File: src/shared/fault_status_defs.vh
// constants for the device and bus fault status registers
// assumes ref_clk at 200 MHz and a 16-bit lsb-first serial frame
//
// What this block does
// - restart cause: 00 cleared, 01 failure or fail-safe wake, 10 sleep wake
// - sleep wake gives 10; watchdog, thermal, main low, gated high give 01
// - bit 5 latches reset output stuck high
// - bit 4 latches fail-safe input pattern error
// - watchdog fail counter 01 then 10; fail outputs per config
// - watchdog fail counter clears on good trigger, only self-clearing bits
// - invalid serial command sets bit 1 and is not executed
// - invalid command flag cleared only by serial clear, soft reset or power-on
// - bit 0 shows fail outputs were activated, until cleared
// - lin fault code: 01 thermal, 10 tx dominant, 11 bus dominant
// - can fault code: 01 thermal, 10 tx dominant, 11 bus dominant
// - can supply low sets bus bit 0 and disables can transmitter
// - tx dominant timeout recovers on tx high, wake-capable or off
// - bus dominant timeout recovers on recessive bus, wake-capable or off
// - supply low recovers once supply is above threshold again
// - after any fault tx input must stay high enable time first
// - can supply comparator live in normal, rx-only, or woken wake mode
// - bus status bits 7, 4, 3 always read zero
// - power-on and soft reset clear both registers
// - restart entry keeps device status unchanged
// - restart entry zeroes bus bits 7, 4, 3, keeps others
// - access bit 0 reads a status byte unchanged
// - access bit 1 clears the addressed byte except the watchdog fail counter
// - flags other than the counter stay set until serial clear
`ifndef FAULT_STATUS_DEFS_VH
`define FAULT_STATUS_DEFS_VH

// ----------------------------------------
// addresses and frame
// ----------------------------------------
`define DEV_INFO_ADDR   7'h43
`define BUS_COMM_ADDR   7'h44
`define FRAME_BITS      5'h10
`define ADDR_BITS       5'h08

// ----------------------------------------
// fields
// ----------------------------------------
`define CAUSE_HI        7
`define CAUSE_LO        6
`define STUCK_BIT       5
`define FSI_ERR_BIT     4
`define WDC_HI          3
`define WDC_LO          2
`define BADCMD_BIT      1
`define FO_BIT          0
`define LIN_HI          6
`define LIN_LO          5
`define CAN_HI          2
`define CAN_LO          1
`define CAN_UV_BIT      0
`define BUS_LIVE_MASK   8'h67
`define REG_RESET       8'h00

// ----------------------------------------
// codes
// ----------------------------------------
`define CAUSE_NONE      2'h0
`define CAUSE_FAIL      2'h1
`define CAUSE_SLEEP     2'h2
`define WDC_ONE         2'h1
`define WDC_TWO         2'h2
`define FLT_NONE        2'h0
`define FLT_TSD         2'h1
`define FLT_TXD         2'h2
`define FLT_BUS         2'h3

// ----------------------------------------
// timing
// ----------------------------------------
`define CLK_MHZ         200
`define TXEN_TIME_NS    2000
`define TXEN_CYCLES     ((`TXEN_TIME_NS * `CLK_MHZ + 999) / 1000)

`endif

File: src/design/xcvr_guard.v
// transmitter guard for one transceiver: fault hold and recovery
// assumes all inputs on ref_clk; tx_high already synchronised
`timescale 1ns/100ps
`include "fault_status_defs.vh"
`default_nettype none
module xcvr_guard #(
    parameter integer TXEN_CYC = `TXEN_CYCLES
) (
    // clock and reset
    input  wire       clk,
    input  wire       rst_n,
    // fault events and levels
    input  wire       tsd_evt,
    input  wire       txd_evt,
    input  wire       bus_evt,
    input  wire       supply_low,
    input  wire       tsd_active,
    // recovery conditions
    input  wire       tx_high,
    input  wire       bus_recessive,
    input  wire       off_or_wake,
    // transmitter enable
    output reg        tx_en_q
);
    localparam [2:0] RUN   = 3'b001;
    localparam [2:0] FAULT = 3'b010;
    localparam [2:0] WAIT  = 3'b100;

    reg [2:0]  state_q;
    reg [1:0]  kind_q;
    reg [15:0] cnt_q;
    reg        clear_now;

    // ----------------------------------------
    // recovery test
    // ----------------------------------------
    always @* begin
        case (kind_q)
            `FLT_TXD: clear_now = tx_high | off_or_wake;
            `FLT_BUS: clear_now = bus_recessive | off_or_wake;
            `FLT_TSD: clear_now = ~tsd_active;
            default:  clear_now = ~supply_low;
        endcase
    end

    // ----------------------------------------
    // state machine
    // ----------------------------------------
    always @(posedge clk or negedge rst_n) begin
        if (!rst_n) begin
            state_q <= RUN;
            kind_q  <= `FLT_NONE;
            cnt_q   <= 16'h0000;
            tx_en_q <= 1'b1;
        end else if (tsd_evt | txd_evt | bus_evt | supply_low) begin
            // new fault overrides any recovery in progress
            state_q <= FAULT;
            kind_q  <= bus_evt ? `FLT_BUS : txd_evt ? `FLT_TXD :
                       tsd_evt ? `FLT_TSD :
                       (state_q == RUN ? `FLT_NONE : kind_q);
            tx_en_q <= 1'b0;
        end else begin
            case (state_q)
                RUN: begin
                    tx_en_q <= 1'b1;
                end
                FAULT: begin
                    cnt_q <= 16'h0000;
                    if (clear_now) begin
                        state_q <= WAIT;
                    end
                end
                WAIT: begin
                    if (!tx_high) begin
                        cnt_q <= 16'h0000;
                    end else if (cnt_q >= TXEN_CYC[15:0] - 16'h0001) begin
                        state_q <= RUN;
                        tx_en_q <= 1'b1;
                    end else begin
                        cnt_q <= cnt_q + 16'h0001;
                    end
                end
                default: begin
                    state_q <= RUN;
                end
            endcase
        end
    end
endmodule // xcvr_guard
`default_nettype wire

File: src/design/device_bus_fault_status.v
// device and bus fault status registers behind the serial control port
// assumes serial pins are asynchronous; event inputs are on ref_clk
`timescale 1ns/100ps
`include "fault_status_defs.vh"
`default_nettype none
module device_bus_fault_status #(
    parameter integer TXEN_CYC = `TXEN_CYCLES
) (
    // clock and reset
    input  wire       ref_clk,
    input  wire       reset_n,
    input  wire       soft_reset,
    input  wire       restart_entry,
    // serial control port
    input  wire       ser_clk,
    input  wire       ser_sel_n,
    input  wire       ser_in,
    output reg        ser_out_q,
    output reg        ser_out_en_q,
    // restart causes
    input  wire       sleep_wake_evt,
    input  wire       failsafe_wake_evt,
    input  wire       thermal_shutdown_level2,
    input  wire       main_supply_low,
    input  wire       main_supply_high,
    input  wire       main_overvolt_restart_en,
    // watchdog and fail-safe
    input  wire       reset_out_stuck_high,
    input  wire       failsafe_input_error,
    input  wire       watchdog_fail_count_evt,
    input  wire       wd_trigger_ok,
    input  wire       fail_config_one,
    input  wire       fail_outputs_release,
    output reg        fail_output_pins_q,
    // lin transceiver
    input  wire       lin_tsd_evt,
    input  wire       lin_tx_stuck_dominant,
    input  wire       lin_line_stuck_dominant,
    input  wire       lin_supply_low,
    input  wire       lin_bus_recessive,
    input  wire       lin_off_or_wake,
    input  wire       lin_transmit_input,
    output wire       lin_tx_enable,
    // can transceiver
    input  wire       thermal_shutdown_level1,
    input  wire       can_tsd_evt,
    input  wire       can_tx_stuck_dominant,
    input  wire       can_line_stuck_dominant,
    input  wire       can_supply_below,
    input  wire       can_normal_mode,
    input  wire       can_rx_only_mode,
    input  wire       can_wake_mode,
    input  wire       wake_pattern_seen,
    input  wire       can_bus_recessive,
    input  wire       can_off_or_wake,
    input  wire       can_transmit_input,
    output wire       can_tx_enable,
    // register images
    output reg  [7:0] device_info_status_q,
    output reg  [7:0] bus_comm_status_one_q
);

    // ----------------------------------------
    // reset release
    // ----------------------------------------
    reg [1:0] rst_sync_q;
    wire      rst_n;

    always @(posedge ref_clk or negedge reset_n) begin
        if (!reset_n) begin
            rst_sync_q <= 2'b00;
        end else begin
            rst_sync_q <= {rst_sync_q[0], 1'b1};
        end
    end
    assign rst_n = rst_sync_q[1];

    // ----------------------------------------
    // pin synchronisers
    // ----------------------------------------
    // stage one feeds stage two only
    reg [4:0] pin_s1_q;
    reg [4:0] pin_s2_q;
    reg       sclk_prev_q;
    reg       sel_prev_q;

    always @(posedge ref_clk or negedge rst_n) begin
        if (!rst_n) begin
            pin_s1_q    <= 5'h1a;
            pin_s2_q    <= 5'h1a;
            sclk_prev_q <= 1'b0;
            sel_prev_q  <= 1'b1;
        end else begin
            pin_s1_q    <= {can_transmit_input, lin_transmit_input,
                            ser_in, ser_sel_n, ser_clk};
            pin_s2_q    <= pin_s1_q;
            sclk_prev_q <= pin_s2_q[0];
            sel_prev_q  <= pin_s2_q[1];
        end
    end

    wire sclk_s  = pin_s2_q[0];
    wire sel_n_s = pin_s2_q[1];
    wire sdi_s   = pin_s2_q[2];
    wire lin_txd = pin_s2_q[3];
    wire can_txd = pin_s2_q[4];
    wire sclk_rise = sclk_s & ~sclk_prev_q;
    wire sclk_fall = ~sclk_s & sclk_prev_q;
    wire sel_fall  = ~sel_n_s & sel_prev_q;
    wire sel_rise  = sel_n_s & ~sel_prev_q;

    // ----------------------------------------
    // serial frame
    // ----------------------------------------
    reg [15:0] sh_q;
    reg [4:0]  bits_q;
    reg [7:0]  tx_q;
    reg        over_q;
    wire [7:0] rd_val = rd_byte(sh_q[14:8]);

    always @(posedge ref_clk or negedge rst_n) begin
        if (!rst_n) begin
            sh_q         <= 16'h0000;
            bits_q       <= 5'h00;
            tx_q         <= 8'h00;
            over_q       <= 1'b0;
            ser_out_q    <= 1'b0;
            ser_out_en_q <= 1'b0;
        end else begin
            ser_out_en_q <= ~sel_n_s;
            if (sel_fall) begin
                bits_q    <= 5'h00;
                over_q    <= 1'b0;
                ser_out_q <= 1'b0;
            end else if (!sel_n_s && sclk_rise) begin
                // lsb first, first bit ends in sh_q[0]
                sh_q <= {sdi_s, sh_q[15:1]};
                if (bits_q == `FRAME_BITS) begin
                    over_q <= 1'b1;
                end else begin
                    bits_q <= bits_q + 5'h01;
                end
            end else if (!sel_n_s && sclk_fall) begin
                if (bits_q == `ADDR_BITS) begin
                    // read returns the byte as held
                    ser_out_q <= rd_val[0];
                    tx_q      <= {1'b0, rd_val[7:1]};
                end else if (bits_q > `ADDR_BITS) begin
                    ser_out_q <= tx_q[0];
                    tx_q      <= {1'b0, tx_q[7:1]};
                end else begin
                    ser_out_q <= 1'b0;
                end
            end
        end
    end

    function [7:0] rd_byte;
        input [6:0] addr;
        begin
            if (addr == `DEV_INFO_ADDR) begin
                rd_byte = device_info_status_q;
            end else if (addr == `BUS_COMM_ADDR) begin
                rd_byte = bus_comm_status_one_q;
            end else begin
                rd_byte = 8'h00;
            end
        end
    endfunction

    wire frame_end = sel_rise;
    wire frame_ok  = (bits_q == `FRAME_BITS) && !over_q;
    wire bad_cmd   = frame_end && !frame_ok;
    // access bit set clears the byte except the device watchdog counter
    wire clr_cmd   = frame_end && frame_ok && sh_q[7];
    wire clr_dev   = clr_cmd && (sh_q[6:0] == `DEV_INFO_ADDR);
    wire clr_bus   = clr_cmd && (sh_q[6:0] == `BUS_COMM_ADDR);

    // ----------------------------------------
    // event decode
    // ----------------------------------------
    // failure causes, high gated by enable
    wire fail_cause = watchdog_fail_count_evt | thermal_shutdown_level2 |
                      main_supply_low | failsafe_wake_evt |
                      (main_supply_high & main_overvolt_restart_en);
    wire can_cmp_en = can_normal_mode | can_rx_only_mode |
                      (can_wake_mode & wake_pattern_seen);
    wire can_uv     = can_cmp_en & can_supply_below;

    wire [1:0] wdc     = device_info_status_q[`WDC_HI:`WDC_LO];
    wire [1:0] wdc_inc = (wdc == `WDC_TWO) ? wdc : wdc + 2'h1;
    wire fo_fire = watchdog_fail_count_evt &&
                   (fail_config_one ? (wdc_inc == `WDC_ONE)
                                    : (wdc_inc == `WDC_TWO));

    function [1:0] flt_code;
        input tsd;
        input txd;
        input bus;
        input [1:0] old;
        begin
            if (bus) begin
                flt_code = `FLT_BUS;
            end else if (txd) begin
                flt_code = `FLT_TXD;
            end else if (tsd) begin
                flt_code = `FLT_TSD;
            end else begin
                flt_code = old;
            end
        end
    endfunction

    // ----------------------------------------
    // device status register
    // ----------------------------------------
    reg [7:0] dev_d;

    always @* begin
        dev_d = device_info_status_q;
        if (clr_dev) begin
            dev_d = `REG_RESET;
            dev_d[`WDC_HI:`WDC_LO] = wdc;
        end
        if (fail_cause) begin
            dev_d[`CAUSE_HI:`CAUSE_LO] = `CAUSE_FAIL;
        end else if (sleep_wake_evt) begin
            dev_d[`CAUSE_HI:`CAUSE_LO] = `CAUSE_SLEEP;
        end
        if (reset_out_stuck_high) begin
            dev_d[`STUCK_BIT] = 1'b1;
        end
        if (failsafe_input_error) begin
            dev_d[`FSI_ERR_BIT] = 1'b1;
        end
        if (watchdog_fail_count_evt) begin
            dev_d[`WDC_HI:`WDC_LO] = wdc_inc;
        end else if (wd_trigger_ok) begin
            dev_d[`WDC_HI:`WDC_LO] = `CAUSE_NONE;
        end
        if (bad_cmd) begin
            dev_d[`BADCMD_BIT] = 1'b1;
        end
        if (fo_fire) begin
            dev_d[`FO_BIT] = 1'b1;
        end
    end

    // ----------------------------------------
    // bus status register
    // ----------------------------------------
    reg [7:0] bus_d;

    always @* begin
        bus_d = bus_comm_status_one_q;
        if (clr_bus) begin
            bus_d = `REG_RESET;
        end
        bus_d[`LIN_HI:`LIN_LO] = flt_code(lin_tsd_evt,
            lin_tx_stuck_dominant, lin_line_stuck_dominant,
            bus_d[`LIN_HI:`LIN_LO]);
        bus_d[`CAN_HI:`CAN_LO] = flt_code(can_tsd_evt,
            can_tx_stuck_dominant, can_line_stuck_dominant,
            bus_d[`CAN_HI:`CAN_LO]);
        if (can_uv) begin
            bus_d[`CAN_UV_BIT] = 1'b1;
        end
        bus_d = bus_d & `BUS_LIVE_MASK;
    end

    // ----------------------------------------
    // register update
    // ----------------------------------------
    always @(posedge ref_clk or negedge rst_n) begin
        if (!rst_n) begin
            device_info_status_q  <= `REG_RESET;
            bus_comm_status_one_q <= `REG_RESET;
            fail_output_pins_q    <= 1'b0;
        end else if (soft_reset) begin
            device_info_status_q  <= `REG_RESET;
            bus_comm_status_one_q <= `REG_RESET;
            fail_output_pins_q    <= 1'b0;
        end else begin
            // restart entry has no effect here
            device_info_status_q  <= dev_d;
            bus_comm_status_one_q <= bus_d;
            if (fo_fire) begin
                fail_output_pins_q <= 1'b1;
            end else if (fail_outputs_release) begin
                fail_output_pins_q <= 1'b0;
            end
        end
    end

    // ----------------------------------------
    // transmitter guards
    // ----------------------------------------
    xcvr_guard #(
        .TXEN_CYC      (TXEN_CYC)
    ) u_lin_guard (
        .clk           (ref_clk),
        .rst_n         (rst_n),
        .tsd_evt       (lin_tsd_evt),
        .txd_evt       (lin_tx_stuck_dominant),
        .bus_evt       (lin_line_stuck_dominant),
        .supply_low    (lin_supply_low),
        .tsd_active    (thermal_shutdown_level1),
        .tx_high       (lin_txd),
        .bus_recessive (lin_bus_recessive),
        .off_or_wake   (lin_off_or_wake),
        .tx_en_q       (lin_tx_enable)
    );

    // can supply low holds transmitter off
    xcvr_guard #(
        .TXEN_CYC      (TXEN_CYC)
    ) u_can_guard (
        .clk           (ref_clk),
        .rst_n         (rst_n),
        .tsd_evt       (can_tsd_evt),
        .txd_evt       (can_tx_stuck_dominant),
        .bus_evt       (can_line_stuck_dominant),
        .supply_low    (can_uv),
        .tsd_active    (thermal_shutdown_level1),
        .tx_high       (can_txd),
        .bus_recessive (can_bus_recessive),
        .off_or_wake   (can_off_or_wake),
        .tx_en_q       (can_tx_enable)
    );

    // restart_entry needs no action: bus reserved bits are always low
    wire unused_ok = restart_entry;
endmodule // device_bus_fault_status
`default_nettype wire

File: config.mk
export PLATFORM = sky130hd
export DESIGN_NAME = device_bus_fault_status
export DESIGN_NICKNAME = d
export VERILOG_FILES = /design/src/design/xcvr_guard.v /design/src/design/device_bus_fault_status.v
export VERILOG_INCLUDE_DIRS = /design/src /design/src/shared
export SDC_FILE = /design/constraint.sdc
export NUM_CORES = 1
export LEC_CHECK = 0
export BUFFER_PORTS_ARGS = -buffer_cell sky130_fd_sc_hd__buf_2
export CAP_MARGIN = 10
export CORE_MARGIN = 2
export CORE_UTILIZATION = 45
export CTS_CLUSTER_SIZE = 14
export DETAILED_ROUTE_END_ITERATION = 6
export HOLD_SLACK_MARGIN = 0.1
export PLACE_DENSITY = 0.67
export RECOVER_POWER = 100
export SYNTH_ARGS = -nofsm -noshare
export SYNTH_HDL_FRONTEND = slang
export SYNTH_SLANG_ARGS = --single-unit
File: constraint.sdc
create_clock -name ref_clk -period 3.02 [get_ports ref_clk]
set_clock_uncertainty 0.05 [all_clocks]
set_input_delay 0.604 -clock ref_clk [delete_from_list [all_inputs] [get_ports ref_clk]]
set_output_delay 0.604 -clock ref_clk [all_outputs]
set_load 0.05 [all_outputs]
==> results.py <==
metrics = {
    "run_status": {
        "status": "finished with violations",
        "violations": "capacitance limit, slew limit",
    },
    "power": {
        "total_power_mw": 2.62,
        "ir_drop_uv": 212,
        "p_per_area_nw_per_um2": 505,
        "p_leak_nw": 2.28,
    },
    "clocking": {
        "clockBufferDepth": 2,
        "path_clk_slew_ns": 0.10,
        "clock_latency_ns": 0.35,
        "clock-root-buffer": "clkbuf_8",
        "clkSinkCount": 103,
        "tritoncts": "yes",
        "numCtsBuffers": 9,
        "h-tree-depth": 3,
        "cts_setup_buffers": 0,
    },
    "synth": {
        "synth.distinct_cells": 56,
        "post-synth-top-area-fraction": 0.500,
        "ys_warn_count": 0,
        "synthCells": 434,
        "synthArstFlopShare": 1.00,
        "yosys_most_used_dff": "dfrtp_1",
        "synth-seq-cells": 103,
        "ys_seq_area_frac": 0.562,
        "syn_area_um2": 4610,
        "synth_edf_count": 0,
        "synthTopCellsByArea": "dfrtp_1 (50%), dfstp_2 (6.3%), mux2_2 (4.6%), a21oi_1 (3.8%), nor2_1 (3.6%)",
        "yosys.area.top_type": "dfrtp_1",
        "avgSynthCellArea_um2": 10.6,
    },
    "sta": {
        "timing.fmax_ghz": 0.397,
        "period_needed_ns": 2.52,
        "timing.final.ws_setup_ns": 0.502,
        "maxSlewViolCount": 49,
        "fin_crit_sh": 0.834,
        "final_hold_viol_count": 0,
        "finalSetupViolations": 0,
        "tns_ns": 0,
        "tightest_slew_ns": 1.92,
        "relSlewSlack": -0.278,
        "grt_setup_unrepaired": "false",
    },
    "layout": {
        "drive_above_1_share": 0.166,
        "syn2layout_area_growth_pct": 12.6,
        "final_common_cell": "dfrtp_1",
        "layout_common_cells": "dfrtp_1 (92), nor2_1 (44), a21oi_1 (35)",
        "nNetsFinal": 537,
        "diodes": 0,
        "fin_cells": 632,
    },
    "setup_path": {
        "crit_chain": "buf_2 -> a211o_1 -> a2111oi_0 -> clkbuf_1 -> nand2_1 -> or4_1 -> a21oi_1",
        "crit_cells": 7,
        "slowest_stage": "or4_1",
        "max_stage_delay_ns": 0.52,
        "startpoint": "can_wake_mode",
        "ff2ff_setup_slack_ns": 0.58,
        "crit_path_end_kind": "flip-flop",
        "cp_top_family": "compound AO/OA/AOI/OAI gates",
        "rr_worst_depth": 7,
        "path_buf_inv": 2,
        "cp-start-kind": "input pin",
        "critPathKind": "in2reg",
        "required_ns": 3.25,
        "critical_path.max_fanout": 10,
        "crit_path_end": "u_can_guard.cnt_q[7]$_DFFE_PN0P_",
        "r2r-end": "bus_comm_status_one_q[5]$_DFFE_PN0P_",
        "cp.arrival_ns": 2.75,
        "worstReg2RegStart": "bits_q[0]$_DFFE_PN0P_",
    },
    "global_routing": {
        "grt_pass1_vias": 3334,
        "grt-ovfl-total": 0,
        "grt_pass1_wl_um": 15400,
        "antenna_found_initial": 0,
        "grt_start_max_net_pins": 54,
        "track_usage": 0.171,
    },
    "floorplan": {
        "rows": 36,
        "start_util": 0.467,
        "die_area_um2": 11100,
        "core_area_um2": 9860,
        "boundaryPins": 59,
        "dieWidth_um": 105,
        "die_y_um": 105,
    },
    "drt": {
        "finalWirelength_um": 8900,
        "drtPass1Iterations": 4,
        "drtIter0Drc": 175,
        "drtAntennaViolNets": 0,
        "drc": 0,
        "vias": 3387,
        "post_drt_wl_per_cell_um": 14.1,
        "viasPerCell": 5.36,
    },
    "placed_design": {
        "port_buffers": 54,
        "gp_congestion": 0.814,
        "dp_cells": 615,
        "hpwlAfterDp_um": 6280,
        "dp_worst_setup_slack_ns": 0.538,
    },
    "run": {
        "cap_violations": 1,
    },
    "worst_hold_path": {
        "hp-class": "in2reg",
    },
}
-- flip-flops by register name, summed over array words and instances (netlist names), 2 cells and up --
name,flops
u_lin_guard.state_q,3
pin_s2_q,5
bits_q,5
rst_sync_q,2
u_lin_guard.kind_q,2
u_can_guard.state_q,3
tx_q,7
pin_s1_q,5
device_info_status_q,8
u_lin_guard.cnt_q,16
u_can_guard.kind_q,2
u_can_guard.cnt_q,16
sh_q,16
bus_comm_status_one_q,5
-- worst min path at each step --
stage                                      from                       to  depth (start not counted)
after global routing                  ser_sel_n    pin_s1_q[1]$_DFF_PN1_                          1
final                                 ser_sel_n    pin_s1_q[1]$_DFF_PN1_                          1
after floorplan                         reset_n  rst_sync_q[0]$_DFF_PN0_                          0
after detailed placement  pin_s1_q[0]$_DFF_PN0_    pin_s2_q[0]$_DFF_PN0_                          0
after global placement    pin_s1_q[0]$_DFF_PN0_    pin_s2_q[0]$_DFF_PN0_                          0
after CTS                             ser_sel_n    pin_s1_q[1]$_DFF_PN1_                          1
-- metrics by stage --
stage	hold WS, ns	util	area (um2)
2_1_floorplan	0.258	-	4620
3_3_place_gp	0.283	0.511	5040
3_5_place_dp	0.286	0.511	5040
4_1_cts	0.266	0.532	5250
5_1_grt	0.262	0.526	5190
6_report	0.285	0.526	5190
-- routing by layer --
metal  GRT usage  vias to the layer above  part of all wire
met5           0                        -                 0
met4      0.0552                        0            0.0094
met3      0.0262                        6             0.032
met2       0.276                       53              0.47
met1       0.237                     1664              0.49
li1            -                     1664                 -
-- repair_timing --
item	CTS	global route
gates resized for setup	0	0
hold buffers	1	0
hold endpoints to repair	2	0
-- area by class of cell --
| class | instances | area [um2] |
|---|---|---|
| fill | 903 | 4680 |
| sequential | 103 | 2590 |
| multi-input combinational | 305 | 1880 |
| timing repair buffer | 59 | 290 |
| tap | 133 | 166 |
| clock buffer | 11 | 141 |
| inverter | 16 | 60.1 |
| clock inverter | 5 | 57.6 |
-- Yosys cell counts (all sizes together) (3+ instances only) --
library cell and instances:
and2 17, nor3 12, o21ai 22, buf 4, nand3 10, nand2b 10, nand2 29, dfrtp 92
nor4 10, a211oi 4, xor2 3, dfstp 11, nor3b 4, nor2b 6, ha 5, o31ai 5
inv 16, mux2 19, clkbuf 8, a22oi 6, nor2 44, xnor2 6, a21o 3, or3 4
nand3b 5, nand4 7, or4 4, a21oi 35
-- where the power goes --
part           switching (mW)  total (mW)  internal, mW
clock                   0.456       0.864         0.409
sequential             0.0637        1.51          1.44
combinational           0.156       0.247        0.0905
-- kinds of logic after synthesis --
logic type	after synthesis	share of synthesized area
simple gates	176	0.207
other cells	2	0.00163
flops	103	0.562
mux	19	0.0464
fa+ha+maj	5	0.0136
buf+inv	28	0.0255
xor+xnor	9	0.0171
compound gates	92	0.126
(Power assumes the default switching activity.)
